===== src/tcvr_pkg.sv =====
package tcvr_pkg;

   ////////////////////////////////////////////////////////////////////////////////
   // Widths
   localparam int VW     = 16;   // Magnitudes in 0.01 % of nominal
   localparam int CW     = 16;   // Current magnitudes, same scale as the limit
   localparam int TMR_W  = 19;   // Timer in 5 ms ticks, covers 1800 s
   localparam int NVCH   = 4;    // Voltage channels
   localparam int NPH    = 3;    // Phase currents

   ////////////////////////////////////////////////////////////////////////////////
   // Time base
   localparam int CLK_HZ       = 10_000_000;
   localparam int TICK_MS      = 5;
   localparam int TICK_CYC     = CLK_HZ / 1000 * TICK_MS;
   localparam int TMR_MAX_S    = 1800;
   localparam logic [TMR_W-1:0] TMR_MAX_TICKS = TMR_W'(TMR_MAX_S * 1000 / TICK_MS);
   localparam logic [TMR_W-1:0] TMR_ONE       = 19'h00001;
   localparam logic [TMR_W-1:0] TMR_ZERO      = 19'h00000;

   ////////////////////////////////////////////////////////////////////////////////
   // Scaling
   localparam logic [VW+1:0] HYST_PCT  = 18'h00003;   // Pick-up drop-out margin, percent
   localparam logic [VW+1:0] PCT_DIV   = 18'h00064;   // 100
   localparam logic [31:0]   PCT_SCALE = 32'h00000064; // Units per percent

   ////////////////////////////////////////////////////////////////////////////////
   // Operating modes, also used for the behaviour report
   localparam logic [2:0] MODE_ON       = 3'h0;
   localparam logic [2:0] MODE_BLOCKED  = 3'h1;
   localparam logic [2:0] MODE_TEST     = 3'h2;
   localparam logic [2:0] MODE_TEST_BLK = 3'h3;
   localparam logic [2:0] MODE_OFF      = 3'h4;

   // Which timer is counting
   localparam logic [2:0] TA_NONE       = 3'h0;
   localparam logic [2:0] TA_SLOW_LOWER = 3'h1;
   localparam logic [2:0] TA_FAST_LOWER = 3'h2;
   localparam logic [2:0] TA_INSTANT    = 3'h3;
   localparam logic [2:0] TA_SLOW_RAISE = 3'h4;
   localparam logic [2:0] TA_FAST_RAISE = 3'h5;

   // Command sequencer
   typedef enum logic [2:0] {
      ST_IDLE  = 3'h1,
      ST_PULSE = 3'h2,
      ST_GAP   = 3'h4
   } tcvr_state_t;

endpackage


===== src/tcvr_regulator.sv =====
`timescale 1ns/1ns
`default_nettype none
// Notes on behaviour
// - Window limits are offsets from target
// - Slow timer starts once outside window
// - Full slow time elapsed gives one command
// - Return inside window clears the timer
// - Pick-up drops out 3 % inside limit
// - Fast window definite or inverse time
// - Inverse time is delay over deviation percent
// - Inverse mode: fast region inverse, between limits definite
// - Instant lower, only pulse spacing delays
// - Below instant level, window timing resumes
// - Undervoltage blocks all tap operations
// - Overcurrent, internal or external, blocks taps
// - Four voltage channels, 5 ms refresh
// - Three phase currents, 5 ms refresh
// - Five operating modes, behaviour reported
// - Remaining time reported in 5 ms steps
module tcvr_regulator
   import tcvr_pkg::*;
#(
   parameter int TICK_DIV = TICK_CYC
) (
   // Clock and reset
   input  wire logic             ref_clk,
   input  wire logic             rst,
   // Voltage measurements, 0.01 % of nominal
   input  wire logic [VW-1:0]    volt_mag [NVCH],
   input  wire logic [1:0]       volt_sel,
   input  wire logic             volt_valid,
   // Phase current measurements
   input  wire logic [CW-1:0]    phase_a_current_mag,
   input  wire logic [CW-1:0]    phase_b_current_mag,
   input  wire logic [CW-1:0]    phase_c_current_mag,
   input  wire logic             curr_valid,
   // External protection pick-up pin
   input  wire logic             ext_oc_pickup,
   // Settings
   input  wire logic [VW-1:0]    target_voltage,
   input  wire logic [VW-1:0]    slow_over_ofs,
   input  wire logic [VW-1:0]    slow_under_ofs,
   input  wire logic [VW-1:0]    fast_over_ofs,
   input  wire logic [VW-1:0]    fast_under_ofs,
   input  wire logic [VW-1:0]    instant_lower_ofs,
   input  wire logic [VW-1:0]    undervolt_block_level,
   input  wire logic [CW-1:0]    overcurrent_level,
   input  wire logic             oc_block_enable,
   input  wire logic [TMR_W-1:0] slow_delay_ticks,
   input  wire logic [TMR_W-1:0] fast_delay_ticks,
   input  wire logic             fast_inverse_mode,
   input  wire logic [TMR_W-1:0] pulse_ticks,
   input  wire logic [TMR_W-1:0] min_gap_ticks,
   input  wire logic [2:0]       regulator_operating_mode,
   // Tap changer commands
   output logic                  raise_cmd,
   output logic                  lower_cmd,
   // Status
   output logic [2:0]            behaviour_mode,
   output logic [TMR_W-1:0]      timer_left,
   output logic [2:0]            timer_active,
   output logic                  slow_pickup,
   output logic                  fast_pickup,
   output logic                  instant_active,
   output logic                  uv_block,
   output logic                  oc_block
);

   ////////////////////////////////////////////////////////////////////////////////
   // State

   typedef struct packed {
      logic [VW-1:0]    volt;
      logic             volt_new;
      logic [NPH-1:0]   curr_over;
      logic             ext_s1;
      logic             ext_s2;
      logic [2:0]       mode;
      tcvr_state_t      st;
      logic [TMR_W-1:0] cnt;
      logic [TMR_W-1:0] gap;
      logic             dir_lower;
      logic             raise;
      logic             lower;
      logic             slow_up;
      logic             slow_dn;
      logic [TMR_W-1:0] fast_req;
      logic [TMR_W-1:0] left;
      logic [2:0]       act;
   } tcvr_reg_st_t;

   tcvr_reg_st_t s_reg;
   tcvr_reg_st_t s_next;

   logic             tick;
   logic             div_done;
   logic [31:0]      div_quo;
   logic [31:0]      div_num;
   logic [15:0]      div_den;
   logic [CW-1:0]    curr [NPH];
   logic [NPH-1:0]   curr_hi;

   ////////////////////////////////////////////////////////////////////////////////
   // Helpers

   tcvr_tick_gen #(
      .DIV (TICK_DIV)
   ) u_tick (
      .ref_clk (ref_clk),
      .rst     (rst),
      .tick    (tick)
   );

   // Drop-out level of a pick-up limit
   function automatic logic [VW-1:0] drop_lvl(input logic [VW-1:0] ofs);
      logic [VW+1:0] h;
      h = ({2'b00, ofs} * HYST_PCT) / PCT_DIV;
      return ofs - h[VW-1:0];
   endfunction

   // Per-phase overcurrent compare
   assign curr[0] = phase_a_current_mag;
   assign curr[1] = phase_b_current_mag;
   assign curr[2] = phase_c_current_mag;
   for (genvar i = 0; i < NPH; i++) begin : g_oc
      assign curr_hi[i] = curr[i] > overcurrent_level;
   end

   ////////////////////////////////////////////////////////////////////////////////
   // Deviation from target and region decode

   logic signed [VW+1:0] dev;
   logic [VW+1:0]        negd;
   logic [VW:0]          mag;
   logic                 over;
   logic                 under;
   logic                 fast_up;
   logic                 fast_dn;
   logic                 instant;
   logic                 uv;
   logic                 oc;
   logic                 halt;
   logic                 cmd_ok;

   // Limits follow the target because they are offsets from it
   assign dev     = $signed({2'b00, s_reg.volt}) - $signed({2'b00, target_voltage});
   assign negd    = -dev;
   assign mag     = dev[VW+1] ? negd[VW:0] : dev[VW:0];
   assign over    = !dev[VW+1] && (dev != '0);
   assign under   = dev[VW+1];
   assign fast_up = over && (mag > {1'b0, fast_over_ofs});
   assign fast_dn = under && (mag > {1'b0, fast_under_ofs});
   assign instant = over && (mag > {1'b0, instant_lower_ofs});
   assign uv      = s_reg.volt < undervolt_block_level;
   assign oc      = (oc_block_enable && (|s_reg.curr_over)) || s_reg.ext_s2;
   assign halt    = uv || oc || (s_reg.mode == MODE_OFF);
   assign cmd_ok  = (s_reg.mode == MODE_ON) || (s_reg.mode == MODE_TEST);

   // Inverse time request: delay * 100 / deviation in 0.01 %
   assign div_num = {13'h0000, fast_delay_ticks} * PCT_SCALE;
   assign div_den = mag[VW] ? 16'hffff : mag[VW-1:0];

   tcvr_inv_div u_div (
      .ref_clk (ref_clk),
      .rst     (rst),
      .start   (s_reg.volt_new && (fast_up || fast_dn)),
      .num     (div_num),
      .den     (div_den),
      .done    (div_done),
      .quo     (div_quo)
   );

   ////////////////////////////////////////////////////////////////////////////////
   // Next state

   logic [TMR_W-1:0] req;
   logic [TMR_W-1:0] cnt_inc;
   logic             pick;

   always_comb begin
      s_next = s_reg;
      // Measurement capture and pin synchroniser
      s_next.volt_new = volt_valid;
      if (volt_valid) begin
         s_next.volt = volt_mag[volt_sel];
      end
      if (curr_valid) begin
         s_next.curr_over = curr_hi;
      end
      s_next.ext_s1 = ext_oc_pickup;
      s_next.ext_s2 = s_reg.ext_s1;
      s_next.mode   = regulator_operating_mode;
      // Pick-ups with drop-out hysteresis
      if (over && (mag > {1'b0, slow_over_ofs})) begin
         s_next.slow_up = 1'b1;
      end else if (!(over && (mag > {1'b0, drop_lvl(slow_over_ofs)}))) begin
         s_next.slow_up = 1'b0;
      end
      if (under && (mag > {1'b0, slow_under_ofs})) begin
         s_next.slow_dn = 1'b1;
      end else if (!(under && (mag > {1'b0, drop_lvl(slow_under_ofs)}))) begin
         s_next.slow_dn = 1'b0;
      end
      // Inverse result clamped to the timer range
      if (div_done) begin
         if ((|div_quo[31:TMR_W]) || (div_quo[TMR_W-1:0] > TMR_MAX_TICKS)) begin
            s_next.fast_req = TMR_MAX_TICKS;
         end else if (div_quo[TMR_W-1:0] == TMR_ZERO) begin
            s_next.fast_req = TMR_ONE;
         end else begin
            s_next.fast_req = div_quo[TMR_W-1:0];
         end
      end
      // Timing characteristic of the present region
      pick = s_reg.slow_up || s_reg.slow_dn;
      if ((fast_up || fast_dn) && fast_inverse_mode) begin
         req = s_reg.fast_req;
      end else if (fast_up || fast_dn) begin
         req = fast_delay_ticks;
      end else begin
         req = slow_delay_ticks;
      end
      cnt_inc = s_reg.cnt + TMR_ONE;
      // Command sequencer
      case (s_reg.st)
         ST_IDLE: begin
            if (halt) begin
               s_next.cnt = TMR_ZERO;
            end else if (instant) begin
               if (tick) begin
                  s_next.cnt       = TMR_ZERO;
                  s_next.dir_lower = 1'b1;
                  if (cmd_ok) begin
                     s_next.st    = ST_PULSE;
                     s_next.lower = 1'b1;
                     s_next.gap   = pulse_ticks;
                  end
               end
            end else if (!pick) begin
               s_next.cnt = TMR_ZERO;
            end else if (tick) begin
               if (cnt_inc >= req) begin
                  s_next.cnt       = TMR_ZERO;
                  s_next.dir_lower = s_reg.slow_up;
                  if (cmd_ok) begin
                     s_next.st    = ST_PULSE;
                     s_next.raise = !s_reg.slow_up;
                     s_next.lower = s_reg.slow_up;
                     s_next.gap   = pulse_ticks;
                  end
               end else begin
                  s_next.cnt = cnt_inc;
               end
            end
         end
         ST_PULSE: begin
            if (tick) begin
               if (s_reg.gap <= TMR_ONE) begin
                  s_next.raise = 1'b0;
                  s_next.lower = 1'b0;
                  s_next.gap   = min_gap_ticks;
                  s_next.st    = ST_GAP;
               end else begin
                  s_next.gap = s_reg.gap - TMR_ONE;
               end
            end
         end
         ST_GAP: begin
            // Spacing between pulses, then region timing resumes
            if (tick) begin
               if (s_reg.gap <= TMR_ONE) begin
                  s_next.st = ST_IDLE;
               end else begin
                  s_next.gap = s_reg.gap - TMR_ONE;
               end
            end
         end
         default: begin
            s_next.st    = ST_IDLE;
            s_next.raise = 1'b0;
            s_next.lower = 1'b0;
         end
      endcase
      // Remaining time report
      if (s_reg.st == ST_IDLE && !halt && instant) begin
         s_next.left = TMR_ZERO;
         s_next.act  = TA_INSTANT;
      end else if (s_reg.st == ST_IDLE && !halt && pick && req > s_reg.cnt) begin
         s_next.left = req - s_reg.cnt;
         if (s_reg.slow_up) begin
            s_next.act = fast_up ? TA_FAST_LOWER : TA_SLOW_LOWER;
         end else begin
            s_next.act = fast_dn ? TA_FAST_RAISE : TA_SLOW_RAISE;
         end
      end else begin
         s_next.left = TMR_ZERO;
         s_next.act  = TA_NONE;
      end
   end

   ////////////////////////////////////////////////////////////////////////////////
   // Registers

   // Reset clears timers and both commands
   always_ff @(posedge ref_clk) begin
      if (rst) begin
         s_reg      <= '0;
         s_reg.st   <= ST_IDLE;
         s_reg.mode <= MODE_ON;
      end else begin
         s_reg <= s_next;
      end
   end

   assign raise_cmd      = s_reg.raise;
   assign lower_cmd      = s_reg.lower;
   assign behaviour_mode = s_reg.mode;
   assign timer_left     = s_reg.left;
   assign timer_active   = s_reg.act;
   assign slow_pickup    = pick;
   assign fast_pickup    = fast_up || fast_dn;
   assign instant_active = instant;
   assign uv_block       = uv;
   assign oc_block       = oc;
endmodule
`default_nettype wire


===== src/tcvr_tick_gen.sv =====
`timescale 1ns/1ns
`default_nettype none
module tcvr_tick_gen
   import tcvr_pkg::*;
#(
   parameter int DIV = TICK_CYC
) (
   // Clock and reset
   input  wire logic ref_clk,
   input  wire logic rst,
   // Tick out
   output logic      tick
);

   localparam int DW = $clog2(DIV);

   typedef struct packed {
      logic [DW-1:0] cnt;
      logic          tick;
   } tcvr_tick_st_t;

   tcvr_tick_st_t s_reg;
   tcvr_tick_st_t s_next;

   // Down counter, one pulse per period
   always_comb begin
      s_next = s_reg;
      s_next.tick = 1'b0;
      if (s_reg.cnt == '0) begin
         s_next.cnt  = DW'(DIV - 1);
         s_next.tick = 1'b1;
      end else begin
         s_next.cnt = s_reg.cnt - 1'b1;
      end
   end

   always_ff @(posedge ref_clk) begin
      if (rst) begin
         s_reg <= '0;
      end else begin
         s_reg <= s_next;
      end
   end

   assign tick = s_reg.tick;

endmodule
`default_nettype wire


===== src/tcvr_inv_div.sv =====
`timescale 1ns/1ns
`default_nettype none
module tcvr_inv_div
   import tcvr_pkg::*;
(
   // Clock and reset
   input  wire logic        ref_clk,
   input  wire logic        rst,
   // Request
   input  wire logic        start,
   input  wire logic [31:0] num,
   input  wire logic [15:0] den,
   // Result
   output logic             done,
   output logic [31:0]      quo
);

   typedef struct packed {
      logic        busy;
      logic [5:0]  cnt;
      logic [31:0] num;
      logic [15:0] den;
      logic [16:0] rem;
      logic [31:0] quo;
      logic        done;
   } tcvr_div_st_t;

   tcvr_div_st_t s_reg;
   tcvr_div_st_t s_next;

   // Restoring division, one quotient bit per cycle
   always_comb begin
      logic [16:0] rem_s;
      rem_s  = '0;
      s_next = s_reg;
      s_next.done = 1'b0;
      if (!s_reg.busy) begin
         if (start) begin
            s_next.busy = 1'b1;
            s_next.cnt  = 6'h20;
            s_next.num  = num;
            s_next.den  = den;
            s_next.rem  = '0;
         end
      end else begin
         rem_s = {s_reg.rem[15:0], s_reg.num[31]};
         s_next.num = {s_reg.num[30:0], 1'b0};
         if (rem_s >= {1'b0, s_reg.den}) begin
            s_next.rem = rem_s - {1'b0, s_reg.den};
            s_next.quo = {s_reg.quo[30:0], 1'b1};
         end else begin
            s_next.rem = rem_s;
            s_next.quo = {s_reg.quo[30:0], 1'b0};
         end
         s_next.cnt = s_reg.cnt - 1'b1;
         if (s_reg.cnt == 6'h01) begin
            s_next.busy = 1'b0;
            s_next.done = 1'b1;
         end
      end
   end

   always_ff @(posedge ref_clk) begin
      if (rst) begin
         s_reg <= '0;
      end else begin
         s_reg <= s_next;
      end
   end

   assign done = s_reg.done;
   assign quo  = s_reg.quo;
endmodule
`default_nettype wire


===== config.mk =====
export PLATFORM = sky130hd
export DESIGN_NAME = tcvr_regulator
export DESIGN_NICKNAME = d
export VERILOG_FILES = /design/src/tcvr_pkg.sv /design/src/tcvr_regulator.sv /design/src/tcvr_tick_gen.sv /design/src/tcvr_inv_div.sv
export SDC_FILE = /design/constraint.sdc
export NUM_CORES = 1
export LEC_CHECK = 0
export ABC_CLOCK_PERIOD_IN_PS = 22500
export BUFFER_PORTS_ARGS = -buffer_cell sky130_fd_sc_hd__buf_2
export CAP_MARGIN = 20
export CELL_PAD_IN_SITES_DETAIL_PLACEMENT = 1
export CELL_PAD_IN_SITES_GLOBAL_PLACEMENT = 1
export CORE_MARGIN = 3
export CORE_UTILIZATION = 48
export DETAILED_ROUTE_END_ITERATION = 12
export GPL_TIMING_DRIVEN = 0
export PLACE_DENSITY_LB_ADDON = 0.1
export SLEW_MARGIN = 40
export SYNTH_ARGS = -nofsm -noshare
export SYNTH_HDL_FRONTEND = slang
export SYNTH_SLANG_ARGS = --single-unit

===== constraint.sdc =====
create_clock -name ref_clk -period 22.5 [get_ports ref_clk]
set_input_delay 5.625 -clock ref_clk [delete_from_list [all_inputs] [get_ports ref_clk]]
set_output_delay 5.625 -clock ref_clk [all_outputs]
set_load 0.1 [all_outputs]

==> impl_metrics.py <==
metrics = {
    "clock_tree": {
        "ctsRootBufferMaster": "clkbuf_16",
        "clockBufferDepth": 3,
        "post_cts_buffers": 0,
        "cts_tree": "built",
        "clock_latency_ns": 0.53,
        "cts_inserted_buffers": 25,
        "cts_resized": 0,
        "clkSinkCount": 230,
        "cts.reportedPaths.clkPinSlew_ns": 0.06,
        "hold_buffers": 0,
        "cts_htree_levels": 1,
    },
    "logic_synthesis": {
        "synth_cells": 3527,
        "synth-edff-count": 0,
        "yosysTopAreaCellShare_pct": 17.3,
        "ys_types": 121,
        "synth_area_leaders": "ha_1 (17%), dfxtp_1 (17%), nor2_1 (5.4%)",
        "synth_nets": 4251,
        "synth_largest_area_cell": "ha_1",
        "async_reset_ff_share_pct": 0,
        "synth-seq-cells": 230,
        "synth.avg_cell_area_sq_um": 7.68,
        "ys.flop_type": "dfxtp_1",
        "yosysWarningCount": 0,
        "syn_area_sq_mm": 0.0271,
        "yosysSeqAreaShare_pct": 17.0,
    },
    "grt": {
        "grt_max_degree": 14,
        "grt_pass1_wl_microns": 149000,
        "grtUsageTotal_pct": 30.5,
        "gr-total-overflow": 0,
        "antenna_found_initial": 10,
        "grt_pass1_vias": 28200,
    },
    "floorplan": {
        "coreArea_sq_mm": 0.0554,
        "initial_core_util_pct": 48.9,
        "io_pins": 360,
        "rows": 86,
        "die_y_microns": 243,
        "dieWidth_microns": 243,
        "die_area_sq_mm": 0.0593,
    },
    "drt": {
        "dr.pass1.iters": 8,
        "drtAntennaViolNets": 0,
        "dr_total_vias": 27500,
        "drtIter0Drc": 1396,
        "vias_per_cell": 5.87,
        "routed_wl_microns": 93600,
        "wl_per_cell_microns": 20.0,
        "drc": 0,
    },
    "sta": {
        "finClkSkew_ns": 0.0109,
        "report.final.slew_viol_count": 0,
        "fin_crit_ns": 19.58,
        "setup_viol": 0,
        "relSlewSlack_pct": 41.6,
        "worst_pin_slew_ns": 0.876,
        "max_freq_mhz": 51.1,
        "fin_tns_setup_ns": 0,
        "report.final.hold_viol_count": 0,
        "rsz0062_at_grt": "false",
        "fin_crit_sh_pct": 87.0,
    },
    "cells_and_area": {
        "multi_input_area_sq_mm": 0.0204,
        "nets": 4634,
        "fillers": 7163,
        "largest_reg_flops": 83,
        "areaGrowthSynthToFinish_pct": 13.3,
        "seq_area_sq_mm": 0.00460,
        "drive_above_1_share_pct": 14.5,
    },
    "setup_path": {
        "r2r_slack_ns": 9.11,
        "critical-path-top-delay-family": "compound AO/OA/AOI/OAI gates",
        "critPathKind": "primary input to output port",
        "max_stage_delay_ns": 0.46,
        "cp-start-kind": "primary input",
        "critPathSlowestCell": "clkbuf_1",
        "critPathMaxFanout": 10,
        "path_buf_inv": 6,
        "cp.arrival_ns": 13.95,
        "critPathRequiredTime_ns": 16.88,
        "crit_path_end_kind": "output port",
        "crit_top_cell": "a21oi_1",
    },
    "status": {
        "status": "complete, no violations",
    },
    "placed_design": {
        "gp_congestion": 0.908,
        "post-dp-hpwl_microns": 76900,
        "numPortBuffers": 355,
    },
    "worst_hold_path": {
        "hp-class": "flop to flop",
    },
    "run": {
        "maxCapViolCount": 0,
    },
}
routing by layer:
layer  vias up  GRT usage (%)  part of all wire, %
li1      13400              -                    -
met5         -              0                0.065
met3       164           3.20                  4.1
met4         8           10.5                  3.5
met2       573           54.7                   49
met1     13300           37.9                   43
path summary, 6_finish.rpt:
kind,to,startpoint,cells past startpoint
setup / recovery,fast_pickup,target_voltage[0],42
hold / removal,s_reg[90],s_next[90],1
setup reg to reg,timer_left[2],s_reg[96],68
hold reg to reg,s_reg[90],s_next[90],1
worst reg2reg max path: cells and delay by family (launching register included):
family	cells	cell delay, ns
AOI/OAI and AO/OA	42	7.77
DFF	1	0.33
and+or+nand+nor	14	1.71
buffers and inverters	7	1.75
muxes	1	0.48
adders and majority gates	4	1.23
layout by cell type (no fill, tap or decap), types with 17 or more instances in the layout:
master     instances
inv_1            366
nand2_1          179
nor3_1            76
nand2b_1          59
nor3b_1           19
buf_4             27
and2_1            23
xnor2_1          145
o211ai_1          32
buf_2            378
nand4_1           65
mux2i_1           83
nor2_1           388
dfxtp_1          230
fa_1              21
a21o_1           115
o21a_1            35
ha_1             375
and3_1            24
nor4_1            32
a211oi_1          77
clkbuf_16         25
o21ai_0          158
o22ai_1           17
xor2_1            46
a21oi_1          284
clkbuf_1          88
mux2_2            23
nor2b_1           66
nand3_1           64
o21bai_1          25
a222oi_1          18
metrics by stage:
step | cells | setup slack (ns) | cell area, sq um | util [%] | hold slack (ns)
2_1_floorplan | 3527 | 5.06 | 27100 | - | 0.414
3_3_place_gp | 4630 | 3.01 | 29800 | 53.7 | 0.427
3_5_place_dp | 4630 | 3.05 | 29800 | 53.8 | 0.428
4_1_cts | 4673 | 2.98 | 30600 | 55.3 | 0.442
5_1_grt | 4679 | 2.26 | 30700 | 55.4 | 0.462
6_report | 4681 | 2.92 | 30700 | 55.4 | 0.437
final cells by class:
cell class | count | share of cell area, %
multi-input combinational | 2775 | 66.6
clock inverter | 5 | 0.106
buffer | 154 | 2.33
tap | 748 | 3.05
clock buffer | 38 | 2.56
timing repair buffer | 356 | 5.82
inverter | 368 | 4.50
antenna | 7 | 0.0571
sequential | 230 | 15.0
synthesized netlist by cell type (18+ instances only):
master and count:
o21ai_0 158, nor2b_1 66, mux2_2 23, a21oi_1 284, and2_1 23, xor2_1 47
inv_1 366, o21bai_1 25, nand2_1 179, ha_1 375, nand4_1 65, o211ai_1 32
nor3b_1 20, xnor2_1 146, buf_2 22, o21a_1 35, a222oi_1 18, nor2_1 388
nand3_1 64, nor4_1 33, and3_1 24, clkbuf_1 87, a211oi_1 78, a21o_1 115
nand2b_1 59, nor3_1 79, buf_4 26, fa_1 21, dfxtp_1 230, mux2i_1 83
logic make-up after synthesis:
logic type	after synthesis	synth area share (%)
xor gates and xnor gates	196	6.42
buffers and inverters	522	7.73
AOI/OAI and AO/OA	983	24.8
muxes	125	5.54
and+or+nand+nor	1070	19.4
DFF	230	17.0
adders and majority gates	401	19.1
Power is left out: the tool's default activity adds up to more than one toggle a clock period on the data nets, which glitch-free logic cannot reach.
